## config.mk

```make
export PLATFORM = sky130hd
export DESIGN_NAME = freq_pull_ctrl
export DESIGN_NICKNAME = d
export VERILOG_FILES = /design/src/hw/pull_ctrl_pkg.sv /design/src/hw/freq_pull_ctrl.sv /design/src/hw/bit_sync.sv /design/src/hw/pull_scaler.sv
export SDC_FILE = /design/constraint.sdc
export NUM_CORES = 2
export LEC_CHECK = 0
export ABC_AREA = 1
export ABC_CLOCK_PERIOD_IN_PS = 12600
export BUFFER_PORTS_ARGS = -buffer_cell sky130_fd_sc_hd__buf_4
export CORE_ASPECT_RATIO = 0.6
export CORE_UTILIZATION = 50
export CTS_BUF_LIST = sky130_fd_sc_hd__clkbuf_16
export CTS_CLUSTER_SIZE = 16
export DETAILED_ROUTE_END_ITERATION = 10
export HOLD_SLACK_MARGIN = 0.05
export PLACE_DENSITY = 0.7
export SLEW_MARGIN = 20
export SYNTH_ARGS = -nofsm -noshare
export SYNTH_HDL_FRONTEND = slang
export SYNTH_SLANG_ARGS = --single-unit
```

## constraint.sdc

```tcl
create_clock -name clk_sys -period 12.6 [get_ports clk_sys]
set_input_delay 0.63 -clock clk_sys [delete_from_list [all_inputs] [get_ports clk_sys]]
set_output_delay 0.63 -clock clk_sys [all_outputs]
set_load 0.01 [all_outputs]
```

## src/hw/pull_ctrl_pkg.sv

```systemverilog
// Constants, register map and timing for the digital frequency pull control block
// Summary of operation
// RULE1: Output frequency set only by host-written words
// RULE2: Sixteen pull ranges picked by 4-bit field
// RULE3: Power-up nominal frequency, factory pull range
// RULE4: Shift limited to the selected pull range
// RULE5: 26-bit two's complement word, resets zero
// RULE6: Low 16 bits reg 0, upper 10 reg 1
// RULE7: Word takes effect only on high word write
// RULE8: Host computes word as scaled rounded offset
// RULE9: Offset linear in word via fractional divider
// RULE10: Step 5e-12 up to 200 ppm, coarser above
// RULE11: Host sets output enable with high word
// RULE12: Updates applied no faster than 38 kHz
// RULE13: Output-enable bit ignored under pin control
// RULE14: Codes 0-15 select ranges in ascending width
package pull_ctrl_pkg;

    // ****************************************
    // Register map
    // ****************************************
    localparam int          ADDR_W          = 8;
    localparam int          DATA_W          = 16;
    localparam logic [7:0]  REG_FREQ_LOW    = 8'h00;
    localparam logic [7:0]  REG_FREQ_HIGH   = 8'h01;
    localparam logic [7:0]  REG_PULL_RANGE  = 8'h02;

    // ****************************************
    // Field layout
    // ****************************************
    localparam int          FCW_W           = 26;
    localparam int          LOW_W           = 16;
    localparam int          HIGH_W          = 10;
    localparam int          OE_BIT          = 10;
    localparam int          RANGE_W         = 4;
    localparam int          GAIN_W          = 20;
    localparam int          OFFSET_W        = FCW_W + GAIN_W;

    // ****************************************
    // Reset values and word limit codes
    // ****************************************
    localparam logic [15:0] FREQ_LOW_RST    = 16'h0000;
    localparam logic [9:0]  FREQ_HIGH_RST   = 10'h000;
    localparam logic        OE_BIT_RST      = 1'b0;
    localparam logic [3:0]  FACTORY_RANGE   = 4'h9;
    localparam logic [25:0] FCW_MOST_NEG    = 26'h2000000;
    localparam logic [25:0] FCW_LIMIT_NEG   = 26'h2000001;

    // ****************************************
    // Timing
    // ****************************************
    localparam int          CLK_HZ          = 50000000;
    localparam int          UPDATE_RATE_HZ  = 38000;
    localparam int          UPDATE_GAP_CYC  = (CLK_HZ + UPDATE_RATE_HZ - 1) / UPDATE_RATE_HZ;
    localparam int          GAP_CNT_W       = 11;
    localparam logic [1:0]  STRAP_WAIT      = 2'h2;

    // ****************************************
    // Apply sequencer states
    // ****************************************
    typedef enum logic [2:0] {
        ST_IDLE  = 3'b001,
        ST_APPLY = 3'b010,
        ST_HOLD  = 3'b100
    } apply_state_e;

endpackage

```

## src/hw/freq_pull_ctrl.sv

```systemverilog
// Register bank and apply sequencer for the digital frequency pull control
`timescale 1ns/10ps
module freq_pull_ctrl
    import pull_ctrl_pkg::*;
#(
    parameter logic [RANGE_W-1:0] FACTORY_RANGE_CODE = FACTORY_RANGE
)(
    input  wire logic                 clk_sys,
    input  wire logic                 nrst,
    input  wire logic [ADDR_W-1:0]    reg_addr,
    input  wire logic [DATA_W-1:0]    reg_wdata,
    input  wire logic                 reg_wr,
    input  wire logic                 reg_rd,
    output logic [DATA_W-1:0]         reg_rdata,
    input  wire logic                 oe_pin,
    input  wire logic                 sw_oe_strap,
    output logic [FCW_W-1:0]          fcw_applied,
    output logic [RANGE_W-1:0]        range_applied,
    output logic signed [OFFSET_W-1:0] frac_offset,
    output logic                      freq_update,
    output logic                      update_busy,
    output logic                      out_enable
);
    // ****************************************
    // Registers and wires
    // ****************************************
    logic [LOW_W-1:0]       freq_low_reg;
    logic [HIGH_W-1:0]      freq_high_reg;
    logic                   oe_bit_reg;
    logic [RANGE_W-1:0]     range_reg;
    logic                   sw_oe_mode_reg;
    logic [1:0]             strap_cnt_reg;
    logic                   strap_done_reg;
    apply_state_e           st_reg;
    apply_state_e           st_next;
    logic [GAP_CNT_W-1:0]   gap_cnt_reg;
    logic                   pending_reg;
    logic                   pending_next;
    logic                   oe_pin_sync;
    logic                   strap_sync;
    logic                   wr_low;
    logic                   wr_high;
    logic                   wr_range;
    logic                   gap_done;
    logic [FCW_W-1:0]       fcw_limited;
    logic signed [OFFSET_W-1:0] offset_comb;

    assign wr_low   = reg_wr && (reg_addr == REG_FREQ_LOW);
    assign wr_high  = reg_wr && (reg_addr == REG_FREQ_HIGH);
    assign wr_range = reg_wr && (reg_addr == REG_PULL_RANGE);
    assign gap_done = (gap_cnt_reg >= GAP_CNT_W'(UPDATE_GAP_CYC - 1));

    // ****************************************
    // Pin synchronisers
    // ****************************************
    bit_sync u_oe_sync (
        .clk_sys  (clk_sys),
        .nrst     (nrst),
        .async_in (oe_pin),
        .sync_out (oe_pin_sync)
    );

    bit_sync u_strap_sync (
        .clk_sys  (clk_sys),
        .nrst     (nrst),
        .async_in (sw_oe_strap),
        .sync_out (strap_sync)
    );

    // ****************************************
    // Output-enable mode strap
    // ****************************************
    // Strap is taken once the synchroniser has settled after release
    always_ff @(posedge clk_sys) begin
        if (!nrst) begin
            strap_cnt_reg  <= 2'h0;
            strap_done_reg <= 1'b0;
            sw_oe_mode_reg <= 1'b0;
        end else if (!strap_done_reg) begin
            strap_cnt_reg <= strap_cnt_reg + 2'h1;
            if (strap_cnt_reg == STRAP_WAIT) begin
                strap_done_reg <= 1'b1;
                sw_oe_mode_reg <= strap_sync;
            end
        end
    end

    // ****************************************
    // Frequency word registers
    // ****************************************
    // RULE6: low word from register zero
    always_ff @(posedge clk_sys) begin
        if (!nrst) begin
            freq_low_reg <= FREQ_LOW_RST;
        end else if (wr_low) begin
            freq_low_reg <= reg_wdata[LOW_W-1:0];
        end
    end

    // RULE6: upper bits from register one
    always_ff @(posedge clk_sys) begin
        if (!nrst) begin
            freq_high_reg <= FREQ_HIGH_RST;
        end else if (wr_high) begin
            freq_high_reg <= reg_wdata[HIGH_W-1:0];
        end
    end

    // RULE13: bit writable only under software control
    always_ff @(posedge clk_sys) begin
        if (!nrst) begin
            oe_bit_reg <= OE_BIT_RST;
        end else if (wr_high && sw_oe_mode_reg) begin
            oe_bit_reg <= reg_wdata[OE_BIT];
        end
    end

    // ****************************************
    // Pull range register
    // ****************************************
    // RULE2: four-bit range select
    // RULE3: factory range after power-up
    always_ff @(posedge clk_sys) begin
        if (!nrst) begin
            range_reg <= FACTORY_RANGE_CODE;
        end else if (wr_range) begin
            range_reg <= reg_wdata[RANGE_W-1:0];
        end
    end

    // ****************************************
    // Read port
    // ****************************************
    // Unmapped addresses read zero; data appears one cycle after the strobe
    always_ff @(posedge clk_sys) begin
        if (!nrst) begin
            reg_rdata <= '0;
        end else if (reg_rd) begin
            case (reg_addr)
                REG_FREQ_LOW:   reg_rdata <= freq_low_reg;
                REG_FREQ_HIGH:  reg_rdata <= {5'h00, oe_bit_reg, freq_high_reg};
                REG_PULL_RANGE: reg_rdata <= {12'h000, range_reg};
                default:        reg_rdata <= '0;
            endcase
        end
    end

    // ****************************************
    // Apply sequencer
    // ****************************************
    // RULE7: high word write starts the change
    // RULE12: changes spaced by the update gap
    always_comb begin
        st_next = st_reg;
        case (st_reg)
            ST_IDLE:  st_next = wr_high ? ST_APPLY : ST_IDLE;
            ST_APPLY: st_next = ST_HOLD;
            ST_HOLD: begin
                if (gap_done) begin
                    st_next = (pending_reg || wr_high) ? ST_APPLY : ST_IDLE;
                end
            end
            default:  st_next = ST_IDLE;
        endcase
    end

    // A commit seen in the clearing cycle does not set pending; the apply that is starting takes its word
    always_comb begin
        pending_next = pending_reg;
        if (st_next == ST_APPLY) begin
            pending_next = 1'b0;
        end
        if (wr_high && (st_next != ST_APPLY)) begin
            pending_next = 1'b1;
        end
    end

    always_ff @(posedge clk_sys) begin
        if (!nrst) begin
            st_reg      <= ST_IDLE;
            pending_reg <= 1'b0;
        end else begin
            st_reg      <= st_next;
            pending_reg <= pending_next;
        end
    end

    always_ff @(posedge clk_sys) begin
        if (!nrst) begin
            gap_cnt_reg <= '0;
        end else if (st_reg == ST_APPLY) begin
            gap_cnt_reg <= '0;
        end else if (!gap_done) begin
            gap_cnt_reg <= gap_cnt_reg + GAP_CNT_W'(1);
        end
    end

    // ****************************************
    // Applied word and divider offset
    // ****************************************
    pull_scaler u_scaler (
        .fcw         ({freq_high_reg, freq_low_reg}),
        .range_code  (range_reg),
        .fcw_limited (fcw_limited),
        .frac_offset (offset_comb)
    );

    // RULE1: only host words reach the synthesiser
    // RULE5: zero word means nominal frequency
    always_ff @(posedge clk_sys) begin
        if (!nrst) begin
            fcw_applied <= '0;
            frac_offset <= '0;
            freq_update <= 1'b0;
        end else begin
            freq_update <= (st_reg == ST_APPLY);
            if (st_reg == ST_APPLY) begin
                fcw_applied <= fcw_limited;
                frac_offset <= offset_comb;
            end
        end
    end

    // Range output follows range_reg one cycle later, without waiting for an apply; frac_offset keeps the old scaling until the next apply
    always_ff @(posedge clk_sys) begin
        if (!nrst) begin
            range_applied <= FACTORY_RANGE_CODE;
            update_busy   <= 1'b0;
        end else begin
            range_applied <= range_reg;
            update_busy   <= (st_next != ST_IDLE);
        end
    end

    // RULE13: pin or register picks the enable
    always_ff @(posedge clk_sys) begin
        if (!nrst) begin
            out_enable <= 1'b0;
        end else begin
            out_enable <= sw_oe_mode_reg ? oe_bit_reg : oe_pin_sync;
        end
    end

    logic [GAP_CNT_W:0] since_upd_reg;
    logic               seen_upd_reg;
    always_ff @(posedge clk_sys) begin
        if (!nrst) begin
            since_upd_reg <= '0;
            seen_upd_reg  <= 1'b0;
        end else if (freq_update) begin
            since_upd_reg <= (GAP_CNT_W+1)'(1);
            seen_upd_reg  <= 1'b1;
        end else if (since_upd_reg != '1) begin
            since_upd_reg <= since_upd_reg + (GAP_CNT_W+1)'(1);
        end
    end
endmodule

```

## src/hw/bit_sync.sv

```systemverilog
// Two-stage synchroniser for a level arriving from a pin
`timescale 1ns/10ps
module bit_sync (
    input  wire logic clk_sys,
    input  wire logic nrst,
    input  wire logic async_in,
    output logic      sync_out
);
    logic meta_reg;

    // First stage is read only by the second
    always_ff @(posedge clk_sys) begin
        if (!nrst) begin
            meta_reg <= 1'b0;
            sync_out <= 1'b0;
        end else begin
            meta_reg <= async_in;
            sync_out <= meta_reg;
        end
    end
endmodule

```

## src/hw/pull_scaler.sv

```systemverilog
// Limits the frequency word and scales it by the selected pull range
`timescale 1ns/10ps
module pull_scaler
    import pull_ctrl_pkg::*;
(
    input  wire logic [FCW_W-1:0]    fcw,
    input  wire logic [RANGE_W-1:0]  range_code,
    output logic [FCW_W-1:0]         fcw_limited,
    output logic signed [OFFSET_W-1:0] frac_offset
);
    // ****************************************
    // Range gain in hundredths of a ppm
    // ****************************************
    // RULE14: ascending range order
    // RULE10: LSB weight is range over full scale
    function automatic logic [GAIN_W-1:0] range_gain(input logic [RANGE_W-1:0] code);
        logic [GAIN_W-1:0] g;
        g = 20'h00271;
        case (code)
            4'h0: g = 20'h00271;
            4'h1: g = 20'h003E8;
            4'h2: g = 20'h004E2;
            4'h3: g = 20'h009C4;
            4'h4: g = 20'h01388;
            4'h5: g = 20'h01F40;
            4'h6: g = 20'h02710;
            4'h7: g = 20'h030D4;
            4'h8: g = 20'h03A98;
            4'h9: g = 20'h04E20;
            4'hA: g = 20'h09C40;
            4'hB: g = 20'h0EA60;
            4'hC: g = 20'h13880;
            4'hD: g = 20'h1D4C0;
            4'hE: g = 20'h27100;
            default: g = 20'h4E200;
        endcase
        return g;
    endfunction

    // RULE4: most negative code would overshoot
    always_comb begin
        if (fcw == FCW_MOST_NEG) begin
            fcw_limited = FCW_LIMIT_NEG;
        end else begin
            fcw_limited = fcw;
        end
    end

    // RULE9: divider offset linear in word
    always_comb begin
        frac_offset = OFFSET_W'($signed(fcw_limited) * $signed({1'b0, range_gain(range_code)}));
    end
endmodule

```

After elaboration in Yosys (flattened, before gate mapping)
Memories as Yosys holds them, arrays and structs flattened. A register that Yosys moved wholly into a read port is not among the register bits.
Index checks and enable logic that the tools add are counted.
{"block": "word_totals", "reg_bits": 149, "latch_bits": 0, "mem_bits_rw": 0, "mem_bits_ro": 304, "in_bits": 30, "mem_count": 1}
{"name": "(name not given)", "depth": 16, "word_bits": 19, "rd": 1, "rd_clocked_by_memory_dff": 1, "write_ports": 0, "line_no": "pull_scaler.sv:19", "rtl": "case (code)"}
{"block": "op_classes", "n_addsub": 2, "mul": 1, "n_div": 0, "n_lt_le_gt_ge": 1, "n_eq_ne": 10, "shifts": 0, "muxes": 13, "bitwise": 2, "reduce_logical": 10}
{"operator": "case mux 16 bit (3 select lines)", "count": 1}
{"operator": "multiplier 26 x 21 -> 46 bit", "count": 1}
{"operator": "equality test 26 bit (second input constant)", "count": 1}
{"operator": "two-way mux 26 bit", "count": 1}
{"operator": "adder 11 x 1 -> 11 bit (second input constant)", "count": 1}
{"operator": "greater-or-equal comparator 11 bit (second input constant)", "count": 1}
{"operator": "case mux 3 bit (3 select lines)", "count": 1}
{"operator": "equality test 8 x 1 -> 1 bit (second input constant)", "count": 1}
{"operator": "equality test 8 x 2 -> 1 bit (second input constant)", "count": 1}
{"operator": "zero test 8 bit", "count": 1}
{"operator": "two-way mux 4 bit", "count": 2}
{"operator": "equality test 3 x 2 -> 1 bit (second input constant)", "count": 2}
{"operator": "logical AND 1 bit", "count": 5}
{"operator": "two-way mux 1 bit", "count": 5}
{"operator": "two-way mux 2 bit", "count": 2}
{"operator": "equality test 3 x 1 -> 1 bit (second input constant)", "count": 1}
{"operator": "equality test 3 bit (second input constant)", "count": 1}
{"operator": "two-way mux 3 bit", "count": 1}
{"operator": "!= test 3 x 1 -> 1 bit (second input constant)", "count": 1}
{"operator": "!= test 3 x 2 -> 1 bit (second input constant)", "count": 1}
{"operator": "adder 2 x 1 -> 2 bit (second input constant)", "count": 1}
{"operator": "equality test 2 bit (second input constant)", "count": 1}
{"operator": "NOT 1 bit", "count": 2}
{"operator": "AND reduction 2 bit", "count": 1}
{"operator": "3 further kinds", "count": 3}

Depth between registers and ports, before layout
{"block": "logic_depth", "ltp_word": 9, "mapped_depth": 35}

By module
Synthesis repeated with hierarchy kept, for this count alone.
{"block": "hier_totals", "hier_cells": 3149, "area_unflattened_um2": 24567.3}
{"module": "pull_scaler", "n_inst": 1, "cells_per_inst": 2565, "area_each_um2": 19209.7, "seq_area_each_um2": 0.0}
{"module": "freq_pull_ctrl", "n_inst": 1, "cells_per_inst": 572, "area_each_um2": 5247.5, "seq_area_each_um2": 2902.8}
{"module": "bit_sync", "n_inst": 2, "cells_per_inst": 6, "area_each_um2": 55.1, "seq_area_each_um2": 40.0}

Least setup slack after synthesis
OpenSTA, ideal clock, no wires.
{"block": "synth_timing", "kind": "reg2reg", "start": "register (tool-made name)", "end": "register frac_offset[43]", "setup_time_ns": 0.114, "arrival_ns": 6.077, "required_ns": 12.486, "setup_slack_ns": 6.409, "path_stages_with_launch": 26, "n_path_buf": 2, "synth_period_minus_slack_ns": 6.191, "path_cell_list": "dfxtp_1 clkbuf_1 clkbuf_1 nand2_1 fa_1 fa_1 inv_1 fa_1 inv_1 fa_1 inv_1 fa_1 inv_1 fa_1 inv_1 fa_1 ha_1 nand2_1 nor2_1 nand2_1 nor2_1 nand4_1 nand3_1 nand2_1 nand3_1 nand2_1"}
{"item": "end signal, assigned", "line_no": "freq_pull_ctrl.sv:219", "rtl": "frac_offset <= offset_comb;"}
{"item": "end, declared", "line_no": "freq_pull_ctrl.sv:19", "rtl": "output logic signed [OFFSET_W-1:0] frac_offset,"}

Final worst setup path
{"block": "layout_timing", "start": "register freq_low_reg[10]", "end": "register frac_offset[29]"}
{"block": "layout_via", "elab_chain_cells": 3}
{"item": "start, declared", "line_no": "freq_pull_ctrl.sv:27", "rtl": "logic [LOW_W-1:0] freq_low_reg;"}
{"item": "start signal, assigned", "line_no": "freq_pull_ctrl.sv:96", "rtl": "freq_low_reg <= reg_wdata[LOW_W-1:0];"}
{"item": "equality test 26 bit", "line_no": "pull_scaler.sv:42", "rtl": "if (fcw == FCW_MOST_NEG) begin"}
{"item": "two-way mux 26 bit *", "line_no": "pull_scaler.sv:42"}
{"item": "multiplier 26 x 21 -> 46 bit *", "line_no": "pull_scaler.sv:51", "rtl": "frac_offset = OFFSET_W'($signed(fcw_limited) * $signed({1'b0, range_gain(range_code)}));"}
Every way passes the cells marked *; elsewhere a longest branch is shown, timed or not.
A chain may end at the register's enable or synchronous reset.

==> reports/metrics.yaml <==
report.final.setup_viol: 0
detail_route.drc_violations: 0
antenna_found_initial: 0
critical_path.reg2reg.startpoint: "freq_low_reg[10]"
yosysWarnings: 0
synth_area_per_cell_um2: 7.347
synth.cell_area_um2: 25910
grt_start_max_net_pins: 76
part_of_the_yosys_area_used_for_sequential_elements_pct: 12.98
antenna_cells_inserted: 0
initial_utilization_pct: 50.72
synthTopCellsByArea: "fa_1 38%, inv_1 15%, nand2_1 15%"
numCtsBuffers: 17
leakagePower_nw: 17.19
cp_data_arrival_time_ns: 7.90
tritoncts: "done"
finalCritPeriodShare_pct: 59.78
final_common_cell: "inv_1"
result_of_the_run: "complete, no violations"
chipWidth_um: 295.9
timing_max_transition_violations_final: 0
worst_hold_startpoint: "sw_oe_strap"
clock_power_share_pct: 47.7
dpl-instance-area_um2: 27440
library_cell_appearing_most_often_on_the_critical_path: "inv_1"
critPathSlowestCell: "dfxtp_1"
globalRouteMet1Util_pct: 46.72
ant_nets: 0
synth_area_leader_cell: "fa_1"
max_slew_margin_pct: 30.42
holdBufCountCts: 0
most-common-layout-cells: "1030 x inv_1, 1019 x nand2_1, 495 x fa_1, 167 x dfxtp_1, 162 x buf_4"
final_net_count: 4220
layout_cell_area_excl_fill_um2: 28030
detailedPlacementHpwl_mm: 59.59
power.density_cell_area_nw_per_um2: 40.74
finClkSkew_ns: 0.01267
synthesized_netlist_net_count: 4181
p_switching_uw: 320.6
dieHeight_um: 178.3
clock_path_buffers: 2
timing.hold.worst_path_depth: 3
total_power_mw: 1.142
fraction_of_final_layout_cells_with_drive_strength_greater_than_1_pct: 6.231
detail_route.wirelength_mm: 75.43
synth-seq-cells: 168
num_rows: 64
groute.layer.met2.usage_pct: 41.63
first_iter_violations: 2358
combPwrFrac_pct: 5.0
aggregate_global_routing_overflow: 0
via_count: 21680
sw_frac_of_total_pct: 28.08
irDropWorstVdd_v: 0.00009874
globalRouteTotalUtil_pct: 30.49
p_int_uw: 821.3
worst_slew_pin_slew_ns: 1.042
post_cts.repair.setup_buffers: 0
gr-max-usage-layer: "met1"
die_area_um2: 52770
area_growth_pct: 8.155
post_synth_num_cell_types: 38
buffer_ports.inserted: 124
timing.critical_path.from_type: "register"
clock_insertion_delay_worst_skew_ns: 0.48
clockRootBuffer: "clkbuf_16"
crit_path_max_incr_delay_ns: 1.01
min_period_ns: 7.532
register_clock_pin_slew_on_the_reported_worst_setup_and_hold_paths_ns: 0.08
yosysTopAreaCellShare_pct: 38.24
wire_per_inst_um: 17.66
drtPass1Iterations: 6
globalRouteMet3Util_pct: 9.332
end_kind: "register"
report.final.hold_viol_count: 0
floorplan.io_pins: 125
hold_path_end: "u_strap_sync.meta_reg"
max_cap_violations: 0
hold_class: "in -> reg"
reg_to_reg_end: "frac_offset[29]"
avgViaCountPerCell: 5.075
numClockSinks: 168
postSynthCellCount: 3527
final.fill_count: 4944
required_ns: 12.97
regToRegSetupSlack_ns: 5.07
setup_total_negative_slack_ns: 0
crit_fanout: 20
sequentialPowerShare_pct: 47.3
path_buf_inv: 7
grt_pass1_vias: 21590
ctsResizeCount: 0
rsz0062_at_grt: "no"
cpLargestDelayFamily: "adder cells"
htreeDepth: 4
reg2reg_depth: 28
placeableCoreArea_um2: 51090
achievable-frequency_mhz: 132.8
gp_congestion: 1.040
global_route_wire_length_before_repair_mm: 121.3
crit_type: "reg -> reg"
per-stage QoR:
stage / setup WS (ns) / cells / hold WS, ns / utilization [%]
2_1_floorplan: 6.409 / 3527 / 0.3905 / -
3_3_place_gp: 5.247 / 4240 / 0.4011 / 53.72
3_5_place_dp: 5.187 / 4240 / 0.4047 / 53.72
4_1_cts: 5.192 / 4272 / 0.3181 / 54.86
5_1_grt: 4.677 / 4272 / 0.3418 / 54.86
6_report: 5.068 / 4272 / 0.3348 / 54.86
cells in the mapped netlist, drive strengths merged:
library cell and n:
inv 1038, nand2 1022, fa 495, dfxtp 168, nor2 139, ha 129, clkbuf 122, o21ai 107
a21oi 106, nand3 88, buf 20, nand4 19, nor3 18, o22ai 9, nand3b 8, o21bai 7
xor2 7, nor4 5, a22o 4, o221ai 4, or2 4, and2 3, xnor2 2, a32o 1
o211ai 1, o21a 1
cells by family after synthesis:
| family | synth area share (%) |
|---|---|
| AND/OR/NAND/NOR | 20.03 |
| flip-flops | 12.98 |
| AO/OA/AOI/OAI | 5.007 |
| buffers and inverters | 17.21 |
| XOR/XNOR | 0.3042 |
| adder cells (fa/ha/maj) | 44.47 |
tightest hold or removal path, cell delays in order:
cell and delay [ns]:
buf_4 0.08, nand2_1 0.04, inv_1 0.04
routing by layer:
layer	vias to the layer above	part of all wire, %
met5	-	0
met4	0	1.8
li1	10080	-
met3	105	13
met1	10380	47
met2	1109	39
power by group through the flow:
| stage | clock network, mW | logic [mW] | registers, mW |
|---|---|---|---|
| 5_1_grt | 0.573 | 0.0631 | 0.541 |
| 6_report | 0.545 | 0.0568 | 0.541 |
| 3_5_place_dp | 0 | 0.0552 | 0.553 |
| 3_3_place_gp | 0 | 0.0551 | 0.553 |
| 4_1_cts | 0.552 | 0.0560 | 0.540 |
| 2_1_floorplan | 0 | 0.0331 | 0.552 |
worst max path at each step:
stage | slack, ns | end | startpoint | cells past startpoint
after floorplan | 6.41 | frac_offset[43] | register | 25
after global placement | 5.25 | frac_offset[29] | freq_low_reg[10] | 28
after detailed placement | 5.19 | frac_offset[29] | freq_low_reg[10] | 28
after CTS | 5.19 | frac_offset[29] | freq_low_reg[10] | 28
after global routing | 4.68 | frac_offset[29] | freq_low_reg[10] | 28
final | 5.07 | frac_offset[29] | freq_low_reg[10] | 28
final cells by class:
cell class	instances	area [um2]	share of cell area, %
sequential	168	3364	12.00
inverter	1038	3899	13.91
tap	693	867.1	3.094
clock buffer	17	425.4	1.518
timing repair buffer	162	1216	4.339
clock inverter	15	157.7	0.5625
multi-input combinational	2179	18100	64.57
Note: power is estimated with default switching activity, not from simulation.
